## src/eod_pkg.sv

```systemverilog
// eod_pkg: constants for the encoder pulse output and limit settings block
// assumes a 32-bit apb register window, one aligned word per register
package eod_pkg;

  // ----------------------------------------------------------------
  // register map
  // ----------------------------------------------------------------
  localparam logic [7:0] EOD_ADDR_ENC = 8'h00;
  localparam logic [7:0] EOD_ADDR_TLIM = 8'h04;
  localparam logic [7:0] EOD_ADDR_OFS = 8'h08;
  localparam logic [7:0] EOD_ADDR_CTRL = 8'h0c;
  localparam logic [7:0] EOD_ADDR_STAT = 8'h10;

  // ----------------------------------------------------------------
  // widths and reset values
  // ----------------------------------------------------------------
  localparam int EOD_ENC_W = 16;
  localparam int EOD_TL_W = 8;
  localparam int EOD_OFS_W = 11;
  localparam int EOD_SPD_W = 12;
  localparam logic [15:0] EOD_ENC_RST = 16'h0fa0;
  localparam logic [15:0] EOD_ENC_MIN = 16'h0001;
  localparam logic [7:0] EOD_TLIM_RST = 8'h64;
  localparam logic [7:0] EOD_TLIM_MAX = 8'h64;
  localparam logic [10:0] EOD_OFS_MAX = 11'h3e7;
  localparam logic [10:0] EOD_OFS_MIN = 11'h419;
  localparam logic [10:0] EOD_OFS_ZERO = 11'h000;

  // ----------------------------------------------------------------
  // control and status fields
  // ----------------------------------------------------------------
  localparam int EOD_CTRL_DIV = 0;
  localparam int EOD_CTRL_TRQ = 1;
  localparam int EOD_CTRL_AUTO = 2;
  localparam int EOD_STAT_TL_LSB = 0;
  localparam int EOD_STAT_A = 8;
  localparam int EOD_STAT_B = 9;
  localparam int EOD_STAT_LOADED = 10;

  // ----------------------------------------------------------------
  // encoder output
  // ----------------------------------------------------------------
  localparam int EOD_EDGES_PER_CYCLE = 4;
  localparam int EOD_MAX_EDGE_RATE_PPS = 1300000;
  localparam int EOD_MOTOR_RES = 10000;
  localparam logic [1:0] EOD_QUAD_STEP = 2'h1;

  typedef enum logic {EOD_DESIGNATE, EOD_DIVIDE} eod_mode_e;

endpackage : eod_pkg

```

## src/eod_divider.sv

```systemverilog
// eod_divider: emulated encoder output, torque limit and analog offsets
// assumes motor steps and analog samples come from logic on pclk
`timescale 1ns/10ps

// Overview of operation
// four programmed counts make one phase period
// software keeps edge rate within 1.3 Mpps
// designation mode: programmed edges per revolution; code gives one edge per step at most, capping it at MOTOR_RES
// division mode: resolution divided by setting
// pulse setting 1 to 65535, reset 4000
// torque limit 0 to 100, reset 100
// lower analog torque limit wins
// speed mode: offset added to speed command
// torque mode: offset corrects speed limit
// auto offset overwrites the offset setting
// offset reset taken from factory calibration
// a and b in quadrature, order gives direction
module eod_divider #(
  parameter int MOTOR_RES = eod_pkg::EOD_MOTOR_RES
) (
  input wire logic pclk,
  input wire logic presetn,
  input wire logic psel,
  input wire logic penable,
  input wire logic pwrite,
  input wire logic [7:0] paddr,
  input wire logic [31:0] pwdata,
  output logic [31:0] prdata,
  output logic pready,
  output logic pslverr,
  input wire logic motor_step,
  input wire logic motor_dir,
  input wire logic [eod_pkg::EOD_OFS_W-1:0] analog_speed_command,
  input wire logic [eod_pkg::EOD_OFS_W-1:0] analog_speed_limit,
  input wire logic [eod_pkg::EOD_TL_W-1:0] analog_torque_limit,
  input wire logic [eod_pkg::EOD_OFS_W-1:0] measured_offset,
  input wire logic [eod_pkg::EOD_OFS_W-1:0] factory_offset,
  output logic enc_a,
  output logic enc_b,
  output logic [eod_pkg::EOD_SPD_W-1:0] corrected_speed,
  output logic [eod_pkg::EOD_TL_W-1:0] torque_limit
);
  import eod_pkg::*;

  localparam logic [31:0] RES = 32'(MOTOR_RES);

  // ----------------------------------------------------------------
  // apb slave
  // ----------------------------------------------------------------
  logic [EOD_ENC_W-1:0] encoder_output_pulse_setting_reg;
  logic [EOD_TL_W-1:0] internal_torque_limit_one_reg;
  logic [EOD_OFS_W-1:0] analog_speed_offset_reg;
  logic div_mode_reg;
  logic torque_mode_reg;
  logic loaded_reg;
  logic access;
  logic wr_en;
  logic bad_wr;
  logic unmapped;
  logic [31:0] rd_next;
  logic [EOD_OFS_W-1:0] wofs;

  // access phase answers after one wait cycle; pready is a flop
  assign access = psel && penable && !pready;
  assign wr_en = psel && penable && pready && pwrite && !pslverr;
  assign wofs = pwdata[EOD_OFS_W-1:0];

  always_comb begin
    unmapped = 1'b0;
    bad_wr = 1'b0;
    if (paddr == EOD_ADDR_ENC) begin
      bad_wr = pwrite && (pwdata[EOD_ENC_W-1:0] < EOD_ENC_MIN);
    end else if (paddr == EOD_ADDR_TLIM) begin
      bad_wr = pwrite && (pwdata[EOD_TL_W-1:0] > EOD_TLIM_MAX);
    end else if (paddr == EOD_ADDR_OFS) begin
      bad_wr = pwrite && ($signed(wofs) > $signed(EOD_OFS_MAX) ||
        $signed(wofs) < $signed(EOD_OFS_MIN));
    end else if (paddr == EOD_ADDR_CTRL) begin
      bad_wr = 1'b0;
    end else if (paddr == EOD_ADDR_STAT) begin
      bad_wr = pwrite;
    end else begin
      unmapped = 1'b1;
    end
  end

  always_comb begin
    rd_next = 32'h0;
    if (paddr == EOD_ADDR_ENC) begin
      rd_next[EOD_ENC_W-1:0] = encoder_output_pulse_setting_reg;
    end else if (paddr == EOD_ADDR_TLIM) begin
      rd_next[EOD_TL_W-1:0] = internal_torque_limit_one_reg;
    end else if (paddr == EOD_ADDR_OFS) begin
      rd_next[EOD_OFS_W-1:0] = analog_speed_offset_reg;
    end else if (paddr == EOD_ADDR_CTRL) begin
      rd_next[EOD_CTRL_DIV] = div_mode_reg;
      rd_next[EOD_CTRL_TRQ] = torque_mode_reg;
    end else if (paddr == EOD_ADDR_STAT) begin
      rd_next[EOD_STAT_TL_LSB +: EOD_TL_W] = torque_limit;
      rd_next[EOD_STAT_A] = enc_a;
      rd_next[EOD_STAT_B] = enc_b;
      rd_next[EOD_STAT_LOADED] = loaded_reg;
    end else begin
      rd_next = 32'h0;
    end
  end

  always_ff @(posedge pclk or negedge presetn) begin
    if (!presetn) begin
      pready <= 1'b0;
      pslverr <= 1'b0;
      prdata <= 32'h0;
    end else begin
      pready <= access;
      pslverr <= access && (unmapped || bad_wr);
      if (access && !pwrite) begin
        prdata <= rd_next;
      end
    end
  end

  // ----------------------------------------------------------------
  // settings registers
  // ----------------------------------------------------------------
  logic auto_go;
  assign auto_go = wr_en && (paddr == EOD_ADDR_CTRL) &&
    pwdata[EOD_CTRL_AUTO];

  always_ff @(posedge pclk or negedge presetn) begin
    if (!presetn) begin
      encoder_output_pulse_setting_reg <= EOD_ENC_RST;
      internal_torque_limit_one_reg <= EOD_TLIM_RST;
      div_mode_reg <= EOD_DESIGNATE;
      torque_mode_reg <= 1'b0;
    end else if (wr_en) begin
      if (paddr == EOD_ADDR_ENC) begin
        encoder_output_pulse_setting_reg <= pwdata[EOD_ENC_W-1:0];
      end else if (paddr == EOD_ADDR_TLIM) begin
        internal_torque_limit_one_reg <= pwdata[EOD_TL_W-1:0];
      end else if (paddr == EOD_ADDR_CTRL) begin
        div_mode_reg <= pwdata[EOD_CTRL_DIV];
        torque_mode_reg <= pwdata[EOD_CTRL_TRQ];
      end
    end
  end

  // a calibration value cannot be a reset constant, so the first clock
  // after release copies the factory strap into the offset
  always_ff @(posedge pclk or negedge presetn) begin
    if (!presetn) begin
      analog_speed_offset_reg <= EOD_OFS_ZERO;
      loaded_reg <= 1'b0;
    end else if (!loaded_reg) begin
      analog_speed_offset_reg <= factory_offset;
      loaded_reg <= 1'b1;
    end else if (auto_go) begin
      // measurement is taken ahead of a plain offset write, though the two never share an access
      analog_speed_offset_reg <= measured_offset;
    end else if (wr_en && paddr == EOD_ADDR_OFS) begin
      analog_speed_offset_reg <= wofs;
    end
  end

  // ----------------------------------------------------------------
  // analog corrections and torque limit
  // ----------------------------------------------------------------
  logic [EOD_SPD_W-1:0] spd_src;
  logic [EOD_SPD_W-1:0] ofs_ext;
  assign ofs_ext = {analog_speed_offset_reg[EOD_OFS_W-1],
    analog_speed_offset_reg};
  always_comb begin
    if (torque_mode_reg) begin
      spd_src = {analog_speed_limit[EOD_OFS_W-1], analog_speed_limit};
    end else begin
      spd_src = {analog_speed_command[EOD_OFS_W-1],
        analog_speed_command};
    end
  end

  always_ff @(posedge pclk or negedge presetn) begin
    if (!presetn) begin
      corrected_speed <= '0;
      torque_limit <= '0;
    end else begin
      corrected_speed <= spd_src + ofs_ext;
      // a zero setting gives zero here, so no torque at all
      if (analog_torque_limit < internal_torque_limit_one_reg) begin
        torque_limit <= analog_torque_limit;
      end else begin
        torque_limit <= internal_torque_limit_one_reg;
      end
    end
  end

  // ----------------------------------------------------------------
  // encoder pulse generation
  // ----------------------------------------------------------------
  // every emitted edge moves the quadrature phase a quarter period, so
  // the per-phase pulse count is a quarter of the edges; the edge rate
  // limit is left to software since no pacing is done here
  logic [31:0] acc_reg;
  logic [31:0] acc_sum;
  logic [EOD_ENC_W-1:0] div_cnt_reg;
  logic edge_now;
  logic [1:0] quad_reg;

  assign acc_sum = acc_reg + 32'(encoder_output_pulse_setting_reg);

  always_comb begin
    edge_now = 1'b0;
    if (motor_step) begin
      if (div_mode_reg == EOD_DIVIDE) begin
        edge_now = (div_cnt_reg >= encoder_output_pulse_setting_reg -
          EOD_ENC_MIN);
      end else begin
        edge_now = (acc_sum >= RES);
      end
    end
  end

  always_ff @(posedge pclk or negedge presetn) begin
    if (!presetn) begin
      acc_reg <= 32'h0;
      div_cnt_reg <= '0;
    end else if (motor_step) begin
      if (div_mode_reg == EOD_DIVIDE) begin
        div_cnt_reg <= edge_now ? '0 : div_cnt_reg + EOD_ENC_MIN;
      end else begin
        acc_reg <= edge_now ? acc_sum - RES : acc_sum;
      end
    end
  end

  // gray walk a,b = 00,10,11,01 forward and reversed backward
  always_ff @(posedge pclk or negedge presetn) begin
    if (!presetn) begin
      quad_reg <= 2'h0;
    end else if (edge_now) begin
      if (motor_dir) begin
        quad_reg <= quad_reg - EOD_QUAD_STEP;
      end else begin
        quad_reg <= quad_reg + EOD_QUAD_STEP;
      end
    end
  end

  always_ff @(posedge pclk or negedge presetn) begin
    if (!presetn) begin
      enc_a <= 1'b0;
      enc_b <= 1'b0;
    end else begin
      enc_a <= quad_reg[1] ^ quad_reg[0];
      enc_b <= quad_reg[1];
    end
  end
endmodule : eod_divider

```

## config.mk

```make
export PLATFORM = sky130hd
export DESIGN_NAME = eod_divider
export DESIGN_NICKNAME = d
export VERILOG_FILES = /design/src/eod_pkg.sv /design/src/eod_divider.sv
export SDC_FILE = /design/constraint.sdc
export NUM_CORES = 1
export LEC_CHECK = 0
export BUFFER_PORTS_ARGS = -buffer_cell sky130_fd_sc_hd__buf_2
export CELL_PAD_IN_SITES_DETAIL_PLACEMENT = 0
export CELL_PAD_IN_SITES_GLOBAL_PLACEMENT = 1
export CORE_MARGIN = 1
export CORE_UTILIZATION = 40
export CTS_CLUSTER_DIAMETER = 120
export DETAILED_ROUTE_END_ITERATION = 6
export GPL_ROUTABILITY_DRIVEN = 0
export HOLD_SLACK_MARGIN = 0.12
export PLACE_DENSITY_LB_ADDON = 0.1
export SLEW_MARGIN = 20
export SYNTH_ARGS = -nofsm -noshare
export SYNTH_HDL_FRONTEND = slang
export SYNTH_SLANG_ARGS = --single-unit
```

## constraint.sdc

```tcl
create_clock -name pclk -period 5.8 [get_ports pclk]
set_input_delay 0.58 -clock pclk [delete_from_list [all_inputs] [get_ports pclk]]
set_output_delay 0.58 -clock pclk [all_outputs]
set_load 0.03 [all_outputs]
```

==> results of run 1 <==
[how the worst max path moves through the flow]
| stage | start | end | slack (ps) |
|---|---|---|---|
| final | encoder_output_pulse_setting_reg[7] | acc_reg[21] | 970 |
| after detailed placement | encoder_output_pulse_setting_reg[7] | acc_reg[21] | 1070 |
| after CTS | encoder_output_pulse_setting_reg[7] | acc_reg[21] | 1040 |
| after global placement | encoder_output_pulse_setting_reg[7] | acc_reg[21] | 1050 |
| after global routing | encoder_output_pulse_setting_reg[0] | acc_reg[21] | 760 |
| after floorplan | encoder_output_pulse_setting_reg[0] | acc_reg[28] | 2100 |
[layout make-up]
type	instances	area [µm²]	share of cell area, %
Sequential cell	128	3210	29.8
Timing Repair Buffer	135	714	6.63
Clock buffer	19	443	4.11
Clock inverter	13	133	1.23
Tap cell	313	392	3.63
Inverter	29	109	1.01
Multi-Input combinational cell	850	5770	53.6
[per-layer routing]
metal | track usage [%] | wire length, µm
met1 | 34.7 | 13600
met2 | 38.7 | 12900
met3 | 3.51 | 1230
met4 | 5.85 | 299
met5 | 0 | 13
[power by group]
part           internal [mW]  switching, mW
logic                  0.401          0.655
registers               1.02          0.116
clock network          0.610          0.444
[cells by family after synthesis]
group / count (synthesis)
AND/OR/NAND/NOR: 376
AO/OA/AOI/OAI: 262
flip-flops: 128
buffers and inverters: 92
XOR/XNOR: 77
multiplexers: 62
adder cells (fa/ha/maj): 56
other: 2
[synth_stat cells (4+ instances only)]
cell / count
dfrtp_1: 119
o21ai_1: 11
o211ai_1: 19
o31ai_1: 7
dfstp_2: 9
buf_4: 19
nor3_1: 25
and4_1: 4
nor2b_1: 7
buf_1: 5
xor2_1: 26
or3_1: 7
a21o_1: 18
a211o_1: 4
and2_1: 8
inv_1: 29
nand2b_1: 11
a21oi_1: 39
nand2_1: 138
nor4_1: 11
clkbuf_1: 33
a222oi_1: 9
and3_1: 12
nand3_1: 28
a211oi_1: 6
buf_2: 5
ha_1: 54
o21ai_0: 77
a31oi_1: 12
nand4b_1: 4
mux2_2: 38
xnor2_1: 51
o22ai_1: 4
nand4_1: 15
o21a_1: 8
mux2i_1: 24
nor2_1: 81
o2111ai_1: 7
[per-stage QoR]
step                      worst slack, ps  cell area (µm²)  std cells
after CTS                            1040            10800       1487
after detailed placement             1070            10200       1455
after global routing                  761            10800       1487
after global placement               1050            10200       1455
final                                 971            10800       1487
after floorplan                      2100             9410       1070
==> run metrics, run 1 <==
crit-path max cell delay 790 ps; total core area ~0.023 mm²; I/O pin cnt approximately 160; Via density 5.52; Post-Synth Simple-Gate Area 19.6%; Port-buffer cells 122; CTS buffer count 17; Synth Area in XOR/XNOR ~7%; Fin Setup TNS 0 ps; DRC violations left 0; via count 8210; Synth top area share 31.8%; worst vdd ir 0.000194 V; Worst Clk Skew 14.7 ps; ANT cells 0; post-route clock period utilization between 80 and 90%; status finished clean; Lkg Pwr 4.82 nW; Fin. Hold Viols 0; Post-CTS Setup Bufs 0; worst skew pair latency roughly 430 ps; R2R depth 11; compound-gate portion of the synthesized area 19.3%; synth top area cells dfrtp_1 (32%), ha_1 (7.2%), nand2_1 (5.5%); Initial Util 41.1%; Worst Hold Margin approximately 160 ps; predominant post-synthesis flop cell dfrtp_1; PD cells 301 mW/mm²; Rows 55; f_max 0.207 GHz; Rel. slew slack 36.3%; crit-path cells ha_1, a21oi_2, o21ai_1, a311oi_1, a21boi_0, o21ai_0, o31ai_1, nor3_4, nand2_1, a31o_1, a22o_1; Post-Synthesis Cells 1055; nets 1316; Initial DRC Count ~580; area delta synth->final 15.2%; hpwl dp around 21000 µm; CTS max path bufs 2; Worst R2R End acc_reg[21]; Final ANT Viol Nets 0; Seq cells post-synth 128; grt total ovfl 0; die height 155 µm; critical path depth in cells 11; CP top delay family compound AO/OA/AOI/OAI gates; WP data arrival 5140 ps; post-synthesis sequential area ratio 34.4%; commonest non-fill, non-tap cells in the layout nand2_1 (138), buf_2 (121), dfrtp_1 (119); Worst-Margin Slew 946 ps; crit-path max FO 9; H-tree lvl count 4; Post-Syn Area per Cell 8.87 µm²; max reg flops 32; fillers 2268; drt total wl 28000 µm; Root Driver clkbuf_16; first-pass GRT wire length approximately 45000 µm; Setup crit start kind flip-flop; RR Startpoint encoder_output_pulse_setting_reg[7]; WP buf/inv 0; RSZ-0062 raised after global routing no; initial antenna violation count 1; Max Transition Viols Final 0; largest net degree at the start of global routing a little under 80; CTS tree done; worst hold-check path type in -> async; clk sinks 128; endpoint class of the critical path flip-flop; vias in the first global route around 7800; Synth async-reset ratio 100%; setup slack, reg-to-reg 970 ps; Mapped Area 0.00936 mm²; Yosys top cell by area dfrtp_1; yosys warns 0; max-cap viol count 0; PostCTS Resize Cnt 0; Routed WL per cell 18.9 µm; # hold bufs at CTS 0; slowest cell on the critical path o21ai_0; share of post-route cells with drive strength above 1 20.4%; Synth Area in Adders 7.65%; Overall Power 3.24 mW; die area between 0.02 and 0.025 mm²; GR Util All Layers between 20% and 30%; main combinational cell family by area after synthesis simple AND/OR/NAND/NOR gates; classification of the worst setup path reg -> reg; Post-synth EDFFs 0; mux contribution to synthesized area 7.14%; Cell variety after synth 87; required time of the critical path 6110 ps; drt first pass iters 5; Final Setup Violations 0; min Tclk post-route 4830 ps; Clock Pin Slew Worst Setup and Hold Paths 70 ps; Chip Width 155 µm; commonest non-fill, non-tap cell in the layout nand2_1; final core occ between 40% and 50%
(Power assumes the default switching activity.)
==> inputs of run 2 (changes only) <==
Settings changed: CORE_UTILIZATION 40 to 39.
Clock period 5.8 ns to 4.4 ns, I/O delays scaled along.
==> run 2 against run 1 <==
Via count rose by 3.0%. Fmax rose by 16%. Worst setup slack got worse by 730 ps. Sequential cell count did not move. Highest routed layer is now met4.
==> run metrics, run 2 (synthesis gave the netlist of run 1 again) <==
grt total ovfl 0; Worst Hold Margin 285 ps; Final ANT Viol Nets 0; Fin. Hold Viols 0; area of the multi-input gates 0.00577 mm²; largest net degree at the start of global routing 79; I/O pin cnt roughly 160; Initial Util 39.9%; commonest non-fill, non-tap cell in the layout nand2_1; worst hold-check path type in -> reg; required time of the critical path 4670 ps; drt first pass iters 7; Root Driver clkbuf_16; first-pass GRT wire length roughly 46000 µm; f_max around 0.24 GHz; GR Util All Layers 24.6%; die area approximately 0.025 mm²; gr busiest metal met2; met1 usage 33.0%; Sequential cell area 0.00321 mm²; worst skew pair latency around 420 ps; Place WS 261 ps; die height 157 µm; post-route cell area around 0.011 mm²; Chip Width 157 µm; CTS buffer count 17; post-route clock period utilization 94.6%; Rows 56; Overall Power 4.45 mW; crit-path max FO 6; endpoint class of the critical path flip-flop; Rel. slew slack a little under half; Initial DRC Count 469; DRC violations left 0; worst setup margin 239 ps; Placed Area 0.0107 mm²; drt total wl 29100 µm; clk sinks 128; status finished clean; Fin Setup TNS 0 ps; worst vdd ir approximately 0.00018 V; H-tree lvl count 4; vias in the first global route 8241; Worst Clk Skew 10.7 ps; WP buf/inv 4; commonest non-fill, non-tap cells in the layout nand2_1 (138), buf_2 (121), dfrtp_1 (119); share of post-route cells with drive strength above 1 about a quarter; Worst-Margin Slew 803 ps; CP top delay family compound AO/OA/AOI/OAI gates; total core area between 0.02 and 0.025 mm²; Clock Pin Slew Worst Setup and Hold Paths 60 ps; PD cells between 300 and 400 mW/mm²; min Tclk post-route 4160 ps; Routed WL per cell 18.6 µm; crit-path cells ha_1, inv_1, fa_1, nand2b_1, a21o_1, a21boi_4, o21ai_4, a211oi_4, nor4b_4, o311ai_2, or2_1, buf_12, buf_4, o21ai_0, buf_4, xor2_1, o21ai_0; CTS max path bufs 2; CTS tree done; Via density 5.41; max-cap viol count 0; crit-path max cell delay 440 ps; max reg flops 32; Port-buffer cells between 100 and 150; classification of the worst setup path reg -> reg; initial antenna violation count 1; via count between 8000 and 9000; nets 1385; Lkg Pwr approximately 5.2 nW; WP data arrival 4430 ps; fillers about 2300; Final Setup Violations 0; M2 GR Usage 40.3%; Setup crit start kind flip-flop; M3 GR Usage 4.02%; RSZ-0062 raised after global routing no; hpwl dp 22700 µm; area delta synth->final 21.3%; Max Transition Viols Final 0; slowest cell on the critical path a211oi_4
-- run 2: per-layer routing --
layer | vias to the layer above | part of all wire, %
met2 | 198 | 48
li1 | 4163 | -
met4 | 0 | 1.6
met5 | - | 0
met1 | 4065 | 46
met3 | 27 | 4.5
-- run 2: power breakdown --
group	internal [mW]	switching, mW
Combinational	0.606	0.882
Sequential	1.34	0.144
Clock	0.876	0.595
-- run 2: stage by stage --
step	util [%]	instances
finish	48.4	1563
global route	48.4	1563
CTS	48.4	1562
detailed placement	45.7	1529
global placement	45.7	1529
floorplan	-	1070
-- run 2: area by class of cell --
class | count | area share, %
clock inverters | 13 | 1.34
clock buffers | 19 | 3.99
repair buffers | 204 | 11.0
flip-flops and latches | 128 | 28.3
multi-input cells | 850 | 50.9
well taps | 319 | 3.52
inverters | 29 | 0.959
diodes | 1 | 0.0220
-- run 2: worst paths after layout --
path	start	endpoint	slack, ps	depth (start not counted)
setup / recovery	encoder_output_pulse_setting_reg[0]	acc_reg[11]	240	17
hold / removal	pwdata[15]	encoder_output_pulse_setting_reg[15]	280	2
setup reg to reg	encoder_output_pulse_setting_reg[0]	acc_reg[11]	240	17
hold reg to reg	quad_reg[1]	enc_b	460	0
max in group asynchronous	presetn	encoder_output_pulse_setting_reg[9]	2870	3
min in group asynchronous	presetn	corrected_speed[4]	630	2
-- run 2: timing repair --
| action | 4_1_cts | 5_1_grt |
|---|---|---|
| buffers inserted | 0 | 0 |
| endpoints found under the setup margin | 0 | 3 |
| gates resized for setup | 0 | 1 |
| hold endpoints to repair | 61 | 0 |
| hold buffers | 1 | 0 |
==> inputs of run 3 (changes only) <==
Settings changed: PLACE_DENSITY from default to 0.74, PLACE_DENSITY_LB_ADDON 0.1 to default.
==> run 3 against run 2 <==
Register-to-register slack gained 70 ps. Power is essentially flat. Worst hold slack lost 160 ps. Global-route usage shrank 1.2 points. Cell count shrank 0.45%.
==> run metrics, run 3 (synthesis gave the netlist of run 1 again) <==
met3 WL 1340 µm; commonest non-fill, non-tap cell in the layout nand2_1; H-tree lvl count 4; area delta synth->final 20.9%; met2 WL 13200 µm; share of post-route cells with drive strength above 1 24.8%; Rel. slew slack a little over a third; Rows 56; die area 0.0246 mm²; Fin. Hold Viols 0; required time of the critical path 4720 ps; initial antenna violation count 0; min Tclk post-route slightly above 4000 ps; Setup crit start kind flip-flop; Setup crit start encoder_output_pulse_setting_reg[8]; Root Driver clkbuf_16; clk sinks 128; worst hold-check path type in -> async; I/O pin cnt ~160; worst setup margin 307 ps; CTS tree done; Final ANT Viol Nets 0; fillers 2273; Chip Width 157 µm; # hold bufs at CTS 0; nets 1379; die height 157 µm; RSZ-0062 raised after global routing no; Place WS between 200 and 300 ps; via count 8429; PD cells 393 mW/mm²; metal1 wirelength 12400 µm; Via density 5.42; crit-path cells ha_1, a21oi_1, o21ai_0, a211oi_2, o21a_1, nor3_1, o32ai_2, o311ai_2, buf_4, nor2_2, nand2_1, a31o_1, a22o_1; Worst Clk Skew between 8 and 9 ps; vias in the first global route 8080; f_max approximately 0.24 GHz; max-cap viol count 0; max reg flops 32; Port-buffer cells 122; crit-path max cell delay 600 ps; classification of the worst setup path reg -> reg; slowest cell on the critical path dfstp_2; Routed WL per cell 17.8 µm; worst skew pair latency roughly 430 ps; RR Startpoint encoder_output_pulse_setting_reg[8]; grt total ovfl 0; Initial Util 39.9%; status finished clean; CTS max path bufs 2; uppermost layer routed met4; total core area 0.0235 mm²; drt total wl 27600 µm; Sequential cell area 0.00321 mm²; WP data arrival 4410 ps; crit-path max FO 7; hpwl dp between 20000 and 25000 µm; post-route clock period utilization 93.0%; worst vdd ir 0.000259 V; final core occ 48.2%; Fin Setup TNS 0 ps; Lkg Pwr about 5.1 nW; commonest non-fill, non-tap cells in the layout nand2_1 (138), buf_2 (121), dfrtp_1 (119); post-route cell area 0.0113 mm²; endpoint class of the critical path flip-flop; first-pass GRT wire length 43900 µm; Max Transition Viols Final 0; GR Util All Layers about a quarter; largest net degree at the start of global routing about 100; DRC violations left 0; drt first pass iters 6; Worst-Margin Slew roughly 950 ps; CTS buffer count 17; Final Setup Violations 0; ANT cells 0; WP buf/inv 1; Clock Pin Slew Worst Setup and Hold Paths 70 ps; area of the multi-input gates 0.00580 mm²; CP top delay family compound AO/OA/AOI/OAI gates; Placed Area 0.0107 mm²; Initial DRC Count 553
run 3: metal layers:
layer  global-route usage, %  up-vias
met5                       0        -
met1                    30.3     3986
met4                    7.42        0
met2                    39.6      243
li1                        -     4155
met3                    3.85       45
run 3: final cells by class:
type                    count  area share [%]
well taps                 319            3.53
clock buffers              18            3.79
multi-input cells         850            51.3
repair buffers            198            10.5
inverters                  29           0.962
flip-flops and latches    128            28.4
clock inverters            14            1.50
run 3: power breakdown:
group	total, mW	internal (mW)	switching [mW]
registers	1.48	1.34	0.137
logic	1.50	0.607	0.891
clock network	1.47	0.856	0.614
total	4.45	2.81	1.64
run 3: worst paths after layout:
kind,to,slack [ps],cells past startpoint
max,acc_reg[21],310,13
min,corrected_speed[4],120,1
max reg2reg,acc_reg[21],310,13
min reg2reg,enc_b,440,0
max in group asynchronous,encoder_output_pulse_setting_reg[5],3280,2
min in group pclk,torque_limit[5],270,2
run 3: through the flow:
stage               hold WS (ps)  std cells  power, mW
finish                       122       1556       4.45
global route                 215       1556       4.70
CTS                          169       1554       4.46
detailed placement           426       1522       2.98
global placement             422       1522       2.96
floorplan                    144       1070       2.51
run 3: worst register-to-register path, cell delays in order (launching register included):
cell      delay, ps
dfstp_2         600
ha_1            270
a21oi_1         280
o21ai_0         270
a211oi_2        350
o21a_1          300
nor3_1          100
o32ai_2         350
o311ai_2        190
buf_4           180
nor2_2          330
nand2_1         270
a31o_1          270
a22o_1          220
run 3: repair_timing:
item	4_1_cts	5_1_grt
buffers inserted	0	2
gates resized for setup	0	4
endpoints found under the setup margin	0	7
